[src/inc/tlih_pkg.sv]
// Package: constants, registers and states of the two-level interrupt handler
// Functional notes
// - Source event sets its pending flag
// - Request needs flag, source enable, global enable
// - Finish instruction, then long call to vector
// - Return from service resumes interrupted flow
// - Flags set even when source disabled
// - Some flags auto-clear on vectoring; others software
// - Flag still set after return re-requests
// - Each source has own enable bit
// - Global enable bit 7 gates all sources
// - Events during global disable stay pending
// - Software flag set acts like real event
// - Per-source priority bit, default low
// - High preempts low; high never preempted
// - Higher level first, then fixed order
// - Requests sampled and resolved every cycle
// - Minimum latency seven cycles from request
// - Equal/lower waits for return plus one instruction
package tlih_pkg;
    // -------------------------------------------------------------------
    // Sizes
    // -------------------------------------------------------------------
    localparam int NSRC      = 19;
    localparam int SRC_W     = 5;
    localparam int ADDR_W    = 8;
    localparam int DATA_W    = 8;
    localparam int VEC_W     = 16;
    // -------------------------------------------------------------------
    // Register offsets
    // -------------------------------------------------------------------
    localparam logic [7:0] ADR_IE0   = 8'hA8;
    localparam logic [7:0] ADR_IE1   = 8'hE6;
    localparam logic [7:0] ADR_IE2   = 8'hE7;
    localparam logic [7:0] ADR_IP0   = 8'hB8;
    localparam logic [7:0] ADR_IP1   = 8'hF6;
    localparam logic [7:0] ADR_IP2   = 8'hF7;
    localparam logic [7:0] ADR_PND0  = 8'hC4;
    localparam logic [7:0] ADR_PND1  = 8'hC5;
    localparam logic [7:0] ADR_PND2  = 8'hC6;
    localparam logic [7:0] ADR_STAT  = 8'hC3;
    localparam int          GIE_BIT  = 7;
    localparam logic [7:0] RST_REG   = 8'h00;
    localparam logic [NSRC-1:0] AUTO_CLR_MASK = 19'h0000F;
    // -------------------------------------------------------------------
    // Timing
    // -------------------------------------------------------------------
    localparam int CLK_NS      = 40;
    localparam int CALL_NS     = 200;
    localparam int CALL_CYC    = (CALL_NS + CLK_NS - 1) / CLK_NS;
    localparam int MIN_LAT_CYC = 7;
    localparam logic [2:0] CALL_CNT = 3'(CALL_CYC);
    localparam logic [VEC_W-1:0] VEC_BASE = 16'h0003;
    localparam logic [VEC_W-1:0] VEC_STEP = 16'h0008;
    typedef enum logic [2:0] {
        TLIH_IDLE  = 3'b000,
        TLIH_WAIT  = 3'b001,
        TLIH_CALL  = 3'b010,
        TLIH_HOLD  = 3'b011
    } tlih_state_t;
endpackage

[src/verilog/tlih_arb.sv]
// Module: priority arbiter over the gated pending sources
`timescale 1ns/1ns
module tlih_arb (
    input  wire logic [tlih_pkg::NSRC-1:0]   req,
    input  wire logic [tlih_pkg::NSRC-1:0]   prio,
    input  wire logic                        allow_low,
    input  wire logic                        allow_high,
    output logic                             any,
    output logic                             win_high,
    output logic [tlih_pkg::SRC_W-1:0]       win_idx
);
    import tlih_pkg::*;
    logic [NSRC-1:0] hi_req;
    logic [NSRC-1:0] lo_req;
    // Lowest index wins within a level
    function automatic logic [SRC_W-1:0] first_set(input logic [NSRC-1:0] v);
        logic [SRC_W-1:0] r;
        r = '0;
        for (int i = NSRC - 1; i >= 0; i--) begin
            if (v[i]) begin
                r = SRC_W'(i);
            end
        end
        return r;
    endfunction
    always_comb begin
        hi_req   = allow_high ? (req & prio) : '0;
        lo_req   = allow_low ? (req & ~prio) : '0;
        any      = |hi_req || |lo_req;
        win_high = |hi_req;
        win_idx  = |hi_req ? first_set(hi_req) : first_set(lo_req);
    end
endmodule // tlih_arb

[src/verilog/tlih_ctrl.sv]
// Module: two-level interrupt handler control, registers and CPU handshake
//
// Our own choices: strobed register access and the register addresses.
`timescale 1ns/1ns
module tlih_ctrl (
    input  wire logic                        clock,
    input  wire logic                        nrst,
    input  wire logic [tlih_pkg::ADDR_W-1:0] reg_addr,
    input  wire logic [tlih_pkg::DATA_W-1:0] reg_wdata,
    input  wire logic                        reg_wr,
    input  wire logic                        reg_rd,
    output logic [tlih_pkg::DATA_W-1:0]      reg_rdata,
    input  wire logic [tlih_pkg::NSRC-1:0]   src_event,
    input  wire logic                        instr_done,
    input  wire logic                        ret_done,
    output logic                             irq_req,
    output logic                             long_call,
    output logic [tlih_pkg::VEC_W-1:0]       vec_addr,
    output logic [tlih_pkg::NSRC-1:0]        pending
);
    import tlih_pkg::*;
    // -------------------------------------------------------------------
    // Registers
    // -------------------------------------------------------------------
    logic [NSRC-1:0]   en;
    logic [NSRC-1:0]   prio;
    logic [NSRC-1:0]   clr_sw;
    logic [NSRC-1:0]   set_sw;
    logic [NSRC-1:0]   clr_hw;
    logic              in_low;
    logic              in_high;
    logic              block_one;
    tlih_state_t       state;
    logic [2:0]        call_cnt;
    logic [SRC_W-1:0]  sel;
    logic              sel_high;
    logic              any;
    logic              win_high;
    logic [SRC_W-1:0]  win_idx;
    logic              gie;
    // Write a byte lane of a 19-bit vector
    function automatic logic [NSRC-1:0] lane_wr(input logic [NSRC-1:0] v,
            input logic [1:0] lane, input logic [7:0] d);
        logic [23:0] t;
        t = {5'h00, v};
        t[lane*8 +: 8] = d;
        return t[NSRC-1:0];
    endfunction
    function automatic logic [7:0] lane_rd(input logic [NSRC-1:0] v, input logic [1:0] lane);
        logic [23:0] t;
        t = {5'h00, v};
        return t[lane*8 +: 8];
    endfunction
    // -------------------------------------------------------------------
    // Enable and priority registers
    // -------------------------------------------------------------------
    always_ff @(posedge clock) begin
        if (!nrst) begin
            gie  <= RST_REG[GIE_BIT];
            en   <= '0;
            prio <= '0;
        end else if (reg_wr) begin
            // Bit 7 of the first byte is the global gate, so sources pack
            // seven, eight and four to the three bytes
            if (reg_addr == ADR_IE0) begin
                gie       <= reg_wdata[GIE_BIT];
                en[6:0]   <= reg_wdata[6:0];
            end else if (reg_addr == ADR_IE1) begin
                en[14:7]  <= reg_wdata;
            end else if (reg_addr == ADR_IE2) begin
                en[18:15] <= reg_wdata[3:0];
            end else if (reg_addr == ADR_IP0) begin
                prio[6:0]   <= reg_wdata[6:0];
            end else if (reg_addr == ADR_IP1) begin
                prio[14:7]  <= reg_wdata;
            end else if (reg_addr == ADR_IP2) begin
                prio[18:15] <= reg_wdata[3:0];
            end
        end
    end
    // -------------------------------------------------------------------
    // Pending flags
    // -------------------------------------------------------------------
    always_comb begin
        clr_sw = '0;
        set_sw = '0;
        if (reg_wr) begin
            if (reg_addr == ADR_PND0) begin
                clr_sw = ~lane_wr('0, 2'd0, reg_wdata) & lane_wr('1, 2'd0, 8'hFF) & 19'h000FF;
                set_sw = lane_wr('0, 2'd0, reg_wdata);
            end else if (reg_addr == ADR_PND1) begin
                clr_sw = ~lane_wr('0, 2'd1, reg_wdata) & 19'h0FF00;
                set_sw = lane_wr('0, 2'd1, reg_wdata);
            end else if (reg_addr == ADR_PND2) begin
                clr_sw = ~lane_wr('0, 2'd2, reg_wdata) & 19'h70000;
                set_sw = lane_wr('0, 2'd2, reg_wdata);
            end
        end
        clr_hw = '0;
        if (state == TLIH_WAIT && instr_done) begin
            clr_hw[sel] = AUTO_CLR_MASK[sel];
        end
    end
    // Hardware events win over any clear in the same cycle
    always_ff @(posedge clock) begin
        if (!nrst) begin
            pending <= '0;
        end else begin
            pending <= (pending & ~clr_sw & ~clr_hw) | set_sw | src_event;
        end
    end
    // -------------------------------------------------------------------
    // Arbitration
    // -------------------------------------------------------------------
    // Low requests need no routine running; high need no high routine; neither is taken in the cycle of a return or before the next instruction
    tlih_arb u_arb (
        .req        (pending & en & {NSRC{gie}}),
        .prio       (prio),
        .allow_low  (!in_low && !in_high && !block_one && !ret_done),
        .allow_high (!in_high && !block_one && !ret_done),
        .any        (any),
        .win_high   (win_high),
        .win_idx    (win_idx)
    );
    // -------------------------------------------------------------------
    // Request sequence
    // -------------------------------------------------------------------
    always_ff @(posedge clock) begin
        if (!nrst) begin
            state    <= TLIH_IDLE;
            call_cnt <= 3'h0;
            sel      <= '0;
            sel_high <= 1'b0;
            irq_req  <= 1'b0;
            vec_addr <= 16'h0000;
        end else begin
            case (state)
                TLIH_IDLE: begin
                    if (any) begin
                        sel      <= win_idx;
                        sel_high <= win_high;
                        irq_req  <= 1'b1;
                        vec_addr <= VEC_BASE + VEC_STEP * VEC_W'(win_idx);
                        state    <= TLIH_WAIT;
                    end
                end
                TLIH_WAIT: begin
                    if (instr_done) begin
                        irq_req  <= 1'b0;
                        call_cnt <= CALL_CNT;
                        state    <= TLIH_CALL;
                    end
                end
                TLIH_CALL: begin
                    call_cnt <= call_cnt - 3'h1;
                    if (call_cnt == 3'h1) begin
                        state <= TLIH_IDLE;
                    end
                end
                default: begin
                    state <= TLIH_IDLE;
                end
            endcase
        end
    end
    assign long_call = (state == TLIH_CALL);
    // -------------------------------------------------------------------
    // Service nesting
    // -------------------------------------------------------------------
    always_ff @(posedge clock) begin
        if (!nrst) begin
            in_low    <= 1'b0;
            in_high   <= 1'b0;
            block_one <= 1'b0;
        end else begin
            if (state == TLIH_WAIT && instr_done) begin
                if (sel_high) begin
                    in_high <= 1'b1;
                end else begin
                    in_low <= 1'b1;
                end
            end else if (ret_done) begin
                // Return closes the innermost routine first
                if (in_high) begin
                    in_high <= 1'b0;
                end else begin
                    in_low <= 1'b0;
                end
            end
            if (ret_done) begin
                block_one <= 1'b1;
            end else if (instr_done) begin
                block_one <= 1'b0;
            end
        end
    end
    // -------------------------------------------------------------------
    // Read port
    // -------------------------------------------------------------------
    always_ff @(posedge clock) begin
        if (!nrst) begin
            reg_rdata <= 8'h00;
        end else if (reg_rd) begin
            if (reg_addr == ADR_IE0) begin
                reg_rdata <= {gie, en[6:0]};
            end else if (reg_addr == ADR_IE1) begin
                reg_rdata <= en[14:7];
            end else if (reg_addr == ADR_IE2) begin
                reg_rdata <= {4'h0, en[18:15]};
            end else if (reg_addr == ADR_IP0) begin
                reg_rdata <= {1'b0, prio[6:0]};
            end else if (reg_addr == ADR_IP1) begin
                reg_rdata <= prio[14:7];
            end else if (reg_addr == ADR_IP2) begin
                reg_rdata <= {4'h0, prio[18:15]};
            end else if (reg_addr == ADR_PND0) begin
                reg_rdata <= lane_rd(pending, 2'd0);
            end else if (reg_addr == ADR_PND1) begin
                reg_rdata <= lane_rd(pending, 2'd1);
            end else if (reg_addr == ADR_PND2) begin
                reg_rdata <= lane_rd(pending, 2'd2);
            end else if (reg_addr == ADR_STAT) begin
                reg_rdata <= {4'h0, block_one, in_high, in_low, irq_req};
            end else begin
                reg_rdata <= 8'h00;
            end
        end else begin
            reg_rdata <= 8'h00;
        end
    end
endmodule // tlih_ctrl
[config.mk]
export PLATFORM = sky130hd
export DESIGN_NAME = tlih_ctrl
export DESIGN_NICKNAME = d
export VERILOG_FILES = /design/src/inc/tlih_pkg.sv /design/src/verilog/tlih_arb.sv /design/src/verilog/tlih_ctrl.sv
export SDC_FILE = /design/constraint.sdc
export NUM_CORES = 1
export LEC_CHECK = 0
export BUFFER_PORTS_ARGS = -buffer_cell sky130_fd_sc_hd__buf_2
export CAP_MARGIN = 30
export CORE_MARGIN = 2
export CORE_UTILIZATION = 38
export CTS_BUF_LIST = sky130_fd_sc_hd__clkbuf_8
export DETAILED_ROUTE_END_ITERATION = 7
export PLACE_DENSITY = 0.59
export SKIP_CTS_REPAIR_TIMING = 1
export SLEW_MARGIN = 5
export SYNTH_ARGS = -nofsm -noshare
export SYNTH_HDL_FRONTEND = slang
export SYNTH_SLANG_ARGS = --single-unit
[constraint.sdc]
create_clock -name clock -period 2.35 [get_ports clock]
set_clock_uncertainty 0.2 [all_clocks]
set_input_delay 0.1175 -clock clock [delete_from_list [all_inputs] [get_ports clock]]
set_output_delay 0.1175 -clock clock [all_outputs]
set_load 0.005 [all_outputs]
Word level (Yosys, flattened, before mapping)
Memory sizes are Yosys's and may differ from the RTL's. A register that Yosys moved wholly into a read port is not among the register bits.
Index checks and enable logic that the tools add are counted.
{ "word_totals": {"register_bits": 98, "mem_bits_ro": 32, "input_bits": 41, "out_inout_bits": 45, "wordCells": 176, "mem_count": 1} }
{ "memory_table": {"columns": ["name", "words", "word_bits", "read_ports", "rd_clocked_by_memory_dff", "write_ports", "line_no", "source"], "rows": [
  ["(name not given)", 32, 1, 1, 1, 0, "tlih_ctrl.sv:101", "clr_hw[sel] = AUTO_CLR_MASK[sel];"]
]} }
{ "classes": {"n_addsub": 2, "order_cmp": 2, "n_eq_ne": 19, "muxes": 82, "n_bitwise": 20, "reduce_logical": 32} }
{ "op_table": {"columns": ["cell", "n"], "rows": [
  ["$mux 19", 11],
  ["$mux 5", 41],
  ["$and 19x19->19", 7],
  ["$eq 8x8->1 const B", 10],
  ["$not 19->19", 4],
  ["$mux 8", 8],
  ["$or 19x19->19", 2],
  ["$reduce_or 19->1", 2],
  ["$not 16->16", 1],
  ["$mux 1", 12],
  ["$mux 3", 4],
  ["$reduce_and 3->1", 4],
  ["$reduce_and 2->1", 5],
  ["$add 2x8->9 const A", 1],
  ["$pmux 3 s3", 1],
  ["$mux 4", 2],
  ["$ne 2x2->1 const B", 4],
  ["$not 8->8", 1],
  ["$reduce_bool 2->1", 4],
  ["$logic_and 1x1->1", 7],
  ["$reduce_and 7->1", 1],
  ["$eq 3x1->1 const B", 2],
  ["$lt 5x6->1 const B", 1],
  ["$pmux 3 s2", 1],
  ["13 further kinds", 21]
]} }

Logic depth before layout (Yosys ltp)
Gate-level depths: netlist of run 1.
{ "logic_depth": {"word_depth": 27, "ltp_mapped": 10, "mapped_depth_nobuf": 7} }

Hierarchy
From an unflattened synthesis of run 1, not the netlist that was laid out.
{ "hier_totals": {"hier_cells": 602, "area_unflattened_um2": 4999.8} }
{ "modules_own_cells": {"columns": ["mod", "instances", "cells_each", "area_per_inst_um2", "seq_area_each_um2"], "rows": [
  ["tlih_ctrl", 1, 483, 4265.3, 1661.6],
  ["tlih_arb", 1, 119, 734.5, 0.0]
]} }

Worst setup path after synthesis of run 1
OpenSTA, ideal clock, no wires.
{ "synth_path": {"kind": "register to register", "from": "register pending[3] (netlist name)", "to": "register (tool-made name)", "setup_ns": 0.073, "t_arrival_ns": 2.295, "required_time_ns": 2.077, "slack_ns": -0.218, "stages_incl_launch_ff": 8, "n_path_buf": 0, "synth_period_minus_slack_ns": 2.568, "cell_sequence": "dfxtp_1 -> and4_1 -> or4_4 -> a21oi_4 -> nand3b_4 -> o41a_2 -> o211a_1 -> nor3_2"} }
{ "synth_rtl": {"columns": ["element", "line_no", "source"], "rows": [
  ["start, declared", "tlih_ctrl.sv:19", "output logic [tlih_pkg::NSRC-1:0] pending"],
  ["start signal, assigned", "tlih_ctrl.sv:109", "pending <= (pending & ~clr_sw & ~clr_hw) | set_sw | src_event;"]
]} }

==> impl_metrics.csv, run 1 <==
group,metric,value,unit
timing,slew_violations,0,
synth,synth_mux_area_frac,0.08190,
routing,antenna_left,0,
synth,syn_inst,572,
cts,clock_sinks,83,
synth,synth_edf_count,0,
place,portBuffers,76,
power,cellPowerDensity,446.1,nW/um^2
critical_path,start_kind,"register",
final_layout,drive_gt1_frac,0.2900,
routing,drt_wl_total,19990,um
min_path,hold_path.class,"in2reg",
synth,synthArstFlopShare,0,
cts,ctsLongestPathBuffers,2,
timing,worst_slack,-242.9,ps
routing,dr.first_iter.drc_count,429,
synth,yosysWarnings,0,
run_status,status,"finished with violations",
synth,ys_seq_area_frac,0.3420,
routing,num_vias,5349,
synth,synth_compound_area_frac,0.2501,
synth,syn_area_per_cell,8.494,sq um
synth,synth_top_family_by_area,"simple AND/OR/NAND/NOR gates",
timing,whs,-14.00,ps
synth,yosysMostFrequentCell,"dfxtp_1",
power,vdd_drop_max,0.0003227,V
routing,wl_per_cell,21.25,um
routing,top_layer,"met4",
routing,drc,0,
cts,root_buffer,"clkbuf_8",
critical_path,r2r_start,"gie$_SDFFE_PN0P_",
global_route,grt_usage,0.2991,
critical_path,crit_fanout,7,
global_route,grt_max_degree,38,
timing,period_share,1.103,
floorplanning,start_util,0.3866,
critical_path,end_kind,"register",
power,leakage,0.002803,uW
timing,max_clock_freq,0.3857,GHz
place,placed_cell_area,6025,sq um
cts,clk_pin_slew,90,ps
routing,dr_wl_met3,1259,um
global_route,grt_pass1_vias,4913,
floorplanning,core,12570,sq um
cts,cts_tree,"yes",
critical_path,ff2ff_setup_slack,-240,ps
global_route,antenna_found_initial,0,
critical_path,crit_arrival,2720,ps
routing,met2_length,9226,um
cts,clock_latency,410,ps
final_layout,fin_nets,807,
global_route,grt_pass1_wl,29520,um
critical_path,critical_path_required,2480,ps
floorplanning,rows,41,
synth,synth_xor_xnor_area_share,0,
final_layout,final_util,0.5338,
routing,avgViaCountPerCell,5.684,
cts,cts.htree.levels,3,
timing,rsz0062_at_grt,"true",
timing,tightestPinTransition,574.3,ps
synth,synth_common_cells,"dfxtp_1 (83), nand2_1 (43), a21oi_1 (35), nor2_1 (35), nor2b_1 (35)",
place,dp_hpwl,15400,um
routing,firstDrtPassIters,5,
critical_path,cp-startpoint,"gie$_SDFFE_PN0P_",
timing,timing_hold_violations_final,6,
global_route,overflow,0,
timing,setup_violations,10,
synth,synthSimpleGateAreaFrac,0.2689,
floorplanning,die_w,117.1,um
run,cap_violations,0,
floorplanning,dieArea,13710,sq um
routing,wl_met1,8758,um
synth,synthTopCellsByArea,"dfxtp_1 (34%), mux2i_1 (6.8%), nor2b_1 (4.5%)",
timing,max-slew-margin-rel,0.6166,
run_status,failed_checks,"hold timing, setup timing",
synth,synth_top_area_share,0.3420,
final_layout,diodes,0,
place,gp_congestion,0.9665,
cts,numCtsBuffers,9,
timing,layout_min_cycle_time,2593,ps
synth,synth_ff_type,"dfxtp_1",
critical_path,path_class,"reg2reg",
final_layout,stdcell_area,6709,sq um
floorplanning,io_pins,86,
critical_path,reg2reg_depth,7,
synth,synth.distinct_cells,70,
synth,synth.largest_area_cell,"dfxtp_1",
timing,setup_tns,-1836,ps
final_layout,area_growth,38.09,%
synth,ys_ff_latch,83,
synth,syn_area,4858,sq um
synth,synth_fa_ha_area_frac,0.005151,
floorplanning,die_h,117.1,um
==> state kept, by name, indices dropped and copies added, names as in the netlist, named ones only <==
register and count:
vec_addr 1, sel 5, prio 19, en 19, in_low 1, pending 19
gie 1, call_cnt 3, block_one 1, in_high 1, irq_req 1, state 2
reg_rdata 8, sel_high 1
==> cell type report <==
cell class	instances	area (sq um)
Clock buffer	11	151.4
Clock inverter	5	76.32
Fill cell	1199	5859
Inverter	11	41.29
Multi-Input combinational cell	446	3039
Sequential cell	83	1667
Tap cell	172	215.2
Timing Repair Buffer	213	1519
==> cells in the final DEF, fill, tap and decap left out, drive strengths merged, types with 11 or more instances in the layout <==
master,instances
a21boi,29
nand4,16
dfxtp,83
buf,177
nor2b,35
nor2,36
dlygate4sd3,36
o211ai,12
a21oi,36
clkbuf,11
nand3,21
o21ai,24
mux2i,33
inv,12
nand4b,11
nand2,44
==> where the power goes <==
part           internal (uW)  switching (uW)  total (uW)
logic                    159             165         325
registers               1430            34.0        1460
clock network            650             554        1200
==> layer usage <==
layer / up-vias / global-route usage
met1: 2536 / 0.3870
met4: 0 / 0.1451
met5: - / 0
met3: 44 / 0.05767
met2: 246 / 0.4798
li1: 2523 / -
==> metrics by stage <==
| stage | instances | power [uW] | setup slack, ps |
|---|---|---|---|
| after floorplan | 580 | 1611 | -132.1 |
| after global placement | 883 | 1766 | -226.2 |
| after detailed placement | 883 | 1769 | -253.7 |
| after CTS | 899 | 2963 | -298.9 |
| after global routing | 941 | 3095 | -322.4 |
| final | 941 | 2993 | -242.9 |
==> worst max-delay path: stages, from the launching register on <==
cell      delay (ps)
dfxtp_4          380
and4_4           170
or4_4            540
a21oi_4          210
nand3b_4         120
o41a_4           540
o211a_1          250
nor3_2           100
==> worst min-delay path by stage <==
stage                     cells past startpoint  slack (ps)                      to           from
after floorplan                               1          40  pending[17]$_SDFF_PN0_  src_event[17]
after global placement                        2         130  pending[18]$_SDFF_PN0_  src_event[18]
after detailed placement                      2         130  pending[18]$_SDFF_PN0_  src_event[18]
after CTS                                     2        -280  pending[18]$_SDFF_PN0_  src_event[18]
after global routing                          3           5     en[10]$_SDFFE_PN0P_   reg_wdata[3]
final                                         3         -10    prio[3]$_SDFFE_PN0P_   reg_wdata[3]
==> logic make-up after synthesis <==
| kind of cell | after synthesis |
|---|---|
| buf+inv | 51 |
| other cells | 1 |
| compound gates | 170 |
| mux | 39 |
| simple gates | 226 |
| fa+ha+maj | 2 |
| flops | 83 |
(Power assumes the default switching activity.)
==> run 2: changes to the inputs <==
Settings changed: SETUP_SLACK_MARGIN from default to 0.4.
==> impl_metrics.csv, run 2 (synthesis gave the netlist of run 1 again) <==
group,metric,value,unit
cts,clk_pin_slew,90,ps
cts,cts.htree.levels,3,
place,placed_cell_area,6162,sq um
critical_path,end_kind,"register",
routing,top_layer,"met4",
final_layout,fin_nets,819,
min_path,hold_path.class,"in2reg",
routing,met2_length,8869,um
timing,slew_violations,0,
run_status,failed_checks,"hold timing, setup timing",
floorplanning,die_h,117.1,um
place,portBuffers,76,
timing,layout_min_cycle_time,2648,ps
power,leakage,0.002851,uW
routing,wl_per_cell,20.68,um
cts,ctsLongestPathBuffers,2,
final_layout,stdcell_area,6736,sq um
final_layout,reg_top3,"en (19), pending (19), prio (19)",
routing,num_vias,5397,
timing,worst_slack,-297.7,ps
floorplanning,io_pins,86,
place,dp_slack,-283.8,ps
final_layout,drive_gt1_frac,0.3111,
floorplanning,dieArea,13710,sq um
global_route,grt_usage,0.2928,
cts,cts_tree,"yes",
run_status,status,"finished with violations",
floorplanning,core,12570,sq um
final_layout,area_growth,38.66,%
global_route,overflow,0,
critical_path,start_kind,"register",
routing,drt_wl_total,19710,um
global_route,grt_pass1_wl,29010,um
final_layout,multi_input_comb_area,3035,sq um
place,gp_congestion,0.9939,
run,cap_violations,0,
critical_path,r2r_start,"gie$_SDFFE_PN0P_",
final_layout,mostFrequentLayoutCells,"buf_4 (119), dfxtp_1 (81), buf_2 (76), nand2_1 (41)",
final_layout,final_util,0.5360,
final_layout,final_common_cell,"buf_4",
timing,rsz0062_at_grt,"true",
final_layout,seqCellArea,1667,sq um
routing,dr.first_iter.drc_count,477,
routing,wl_met1,8696,um
place,dp_hpwl,15500,um
timing,timing_hold_violations_final,1,
global_route,antenna_found_initial,0,
power,cellPowerDensity,427.7,nW/um^2
routing,drc,0,
timing,tightestPinTransition,656.1,ps
routing,antenna_left,0,
routing,dr_wl_met3,1440,um
final_layout,nFillCells,1214,
min_path,min-delay-start,"instr_done",
timing,setup_violations,10,
timing,whs,-30.41,ps
floorplanning,rows,41,
cts,numCtsBuffers,9,
global_route,grt_pass1_vias,4939,
critical_path,path_class,"reg2reg",
floorplanning,start_util,0.3866,
final_layout,diodes,0,
critical_path,cp-startpoint,"gie$_SDFFE_PN0P_",
critical_path,crit_arrival,2770,ps
power,vdd_drop_max,0.0002754,V
cts,clock_sinks,83,
routing,avgViaCountPerCell,5.663,
timing,period_share,1.127,
critical_path,crit_fanout,7,
routing,firstDrtPassIters,5,
critical_path,critical_path_required,2470,ps
timing,max-slew-margin-rel,0.5626,
timing,max_clock_freq,0.3777,GHz
cts,clock_latency,400,ps
cts,root_buffer,"clkbuf_8",
global_route,grt_max_degree,33,
floorplanning,die_w,117.1,um
-- run 2: cell types whose count changed in the layout (fill, tap and decap cells not counted), moves of 2 or more --
cell / delta
buf_4: +21
o311ai_0: -3
clkinv_4: +2
dlygate4sd3_1: -7
o311ai_1: +3
-- run 2: layout make-up --
cell class,instances,area share
Multi-Input combinational cell,446,0.4506
Sequential cell,83,0.2474
Timing Repair Buffer,225,0.2338
Tap cell,172,0.03195
Clock buffer,10,0.02043
Clock inverter,6,0.009658
Inverter,11,0.006129
-- run 2: path summary, 6_finish.rpt --
kind,end,slack (ps),cells after the start
min,state[1]$_SDFFE_PN0P_,-30,3
max reg2reg,register,-300,7
min reg2reg,call_cnt[2]$_SDFFE_PN0P_,260,2
max,register,-300,7
-- run 2: routing by layer --
| layer | vias to the layer above | global-route usage |
|---|---|---|
| li1 | 2546 | - |
| met1 | 2554 | 0.3975 |
| met2 | 248 | 0.4628 |
| met3 | 49 | 0.05458 |
| met4 | 0 | 0.1129 |
| met5 | - | 0 |
-- run 2: metrics by stage --
| step | power (uW) | std cells | setup TNS [ps] | hold WS (ps) |
|---|---|---|---|---|
| 3_5_place_dp | 1774 | 903 | -1925 | 135.3 |
| 6_report | 2881 | 953 | -2199 | -30.41 |
| 4_1_cts | 2855 | 919 | -2203 | -281.5 |
| 2_1_floorplan | 1611 | 580 | -383.7 | 41.33 |
| 5_1_grt | 2984 | 953 | -2896 | 11.06 |
| 3_3_place_gp | 1771 | 903 | -1528 | 129.4 |
-- run 2: power breakdown --
group | switching (uW) | internal [uW]
Combinational | 168 | 159
Clock | 575 | 519
Sequential | 29.8 | 1430
Total | 773 | 2110
-- run 2: critical path: stages (launching register included) --
cell and delay [ps]:
dfxtp_4 390, and4_4 160, or4_4 570, a21oi_4 210
nand3b_4 130, o41a_4 500, o211a_1 240, nor3_2 160
==> run 3: changes to the inputs <==
Settings changed: CTS_BUF_LIST sky130_fd_sc_hd__clkbuf_8 to sky130_fd_sc_hd__clkbuf_4 sky130_fd_sc_hd__clkbuf_8, MAX_ROUTING_LAYER from default to met4.
==> impl_metrics.csv, run 3 (synthesis gave the netlist of run 1 again) <==
group,metric,value,unit
critical_path,ff2ff_setup_slack,-310,ps
routing,wl_per_cell,21.27,um
critical_path,path_class,"reg2reg",
global_route,met1_usage,0.3769,
floorplanning,rows,41,
timing,max-slew-margin-rel,0.5835,
routing,avgViaCountPerCell,5.702,
timing,tightestPinTransition,624.8,ps
final_layout,reg_top3,"en (19), pending (19), prio (19)",
critical_path,crit_arrival,2770,ps
final_layout,final_util,0.5404,
cts,numCtsBuffers,9,
timing,whs,-12.06,ps
cts,ctsLongestPathBuffers,2,
critical_path,reg2reg_depth,8,
timing,rsz0062_at_grt,"true",
power,vdd_drop_max,0.0004501,V
cts,cts.htree.levels,3,
global_route,overflow,0,
cts,root_buffer,"clkbuf_8",
cts,cts_tree,"yes",
timing,setup_violations,10,
floorplanning,die_h,117.1,um
routing,drt_wl_total,20330,um
routing,antenna_left,0,
critical_path,crit_cells,8,
place,gp_congestion,1.056,
power,leakage,0.002871,uW
global_route,grt_pass1_wl,29290,um
floorplanning,die_w,117.1,um
critical_path,cp_slowest_stage_delay,520,ps
cts,clock_sinks,83,
critical_path,start_kind,"register",
floorplanning,io_pins,86,
run_status,status,"finished with violations",
routing,dr.first_iter.drc_count,540,
run_status,failed_checks,"hold timing, setup timing",
global_route,met3_usage,0.08651,
critical_path,cp-startpoint,"gie$_SDFFE_PN0P_",
critical_path,r2r_start,"gie$_SDFFE_PN0P_",
min_path,hold_path.class,"in2reg",
timing,timing_hold_violations_final,2,
critical_path,critical_path_required,2460,ps
place,portBuffers,76,
place,dp_slack,-306.4,ps
power,power,2917,uW
timing,layout_min_cycle_time,2663,ps
final_layout,final_common_cell,"buf_4",
min_path,holdPathStages,3,
global_route,grt_max_degree,36,
final_layout,fin_nets,821,
critical_path,path_cells,"buf_6 -> and4_4 -> or4_4 -> a21oi_4 -> nand3b_4 -> o41a_4 -> o211a_1 -> nor3_2",
floorplanning,dieArea,13710,sq um
routing,num_vias,5451,
cts,clock_latency,390,ps
final_layout,mostFrequentLayoutCells,"buf_4 (119), dfxtp_1 (79), buf_2 (76), nand2_1 (42)",
routing,drc,0,
cts,clk_pin_slew,80,ps
global_route,antenna_found_initial,1,
critical_path,end_kind,"register",
run,cap_violations,0,
final_layout,area_growth,39.79,%
final_layout,drive_gt1_frac,0.3167,
place,placed_cell_area,6190,sq um
critical_path,crit_fanout,7,
global_route,grt_busiest_layer,"met2",
global_route,grt_usage,0.3061,
min_path,whs_endpoint,"en[3]$_SDFFE_PN0P_",
global_route,grt_pass1_vias,5066,
floorplanning,core,12570,sq um
timing,worst_slack,-312.7,ps
timing,period_share,1.133,
place,dp_hpwl,15810,um
timing,slew_violations,0,
critical_path,crit_family,"compound AO/OA/AOI/OAI gates",
floorplanning,start_util,0.3866,
timing,max_clock_freq,0.3756,GHz
global_route,met2_usage,0.4671,
final_layout,stdcell_area,6792,sq um
min_path,min-delay-start,"reg_wdata[3]",
power,cellPowerDensity,429.5,nW/um^2
critical_path,cp_slowest_cell,"o41a_4",
critical_path,crit_buf_inv,1,
routing,firstDrtPassIters,5,
run 3: per-stage QoR:
step / hold WS (ps) / TNS, ps / instances
global placement: 126.3 / -1608 / 905
detailed placement: 144.7 / -1990 / 905
CTS: -272.2 / -2126 / 921
floorplan: 41.33 / -383.7 / 580
finish: -12.06 / -2436 / 956
global route: 0.4589 / -3052 / 956
run 3: metal layers:
layer	vias up	share of wire
met5	-	0
met4	0	0.037
met3	48	0.074
met2	242	0.45
met1	2613	0.43
li1	2548	-
run 3: worst register-to-register path, delay by kind of cell, from the launching register on:
family,cells,cell delay (ps)
AOI/OAI and AO/OA,3,960
and+or+nand+nor,4,910
DFF,1,380
buffers and inverters,1,140
run 3: worst max-delay path by stage:
stage          endpoint
2_1_floorplan  register
3_3_place_gp   register
3_5_place_dp   register
4_1_cts        register
5_1_grt        register
6_report       register
run 3: layout make-up:
class | instances | area [sq um]
Antenna cell | 1 | 2.502
Clock inverter | 3 | 46.29
Clock buffer | 13 | 166.4
Tap cell | 172 | 215.2
Fill cell | 1196 | 5777
Sequential cell | 83 | 1669
Timing Repair Buffer | 227 | 1608
Inverter | 11 | 41.29
Multi-Input combinational cell | 446 | 3043
run 3: power breakdown:
part	total, uW	internal [uW]	switching (uW)
logic	332	160	172
clock network	1130	575	552
registers	1460	1430	27.5
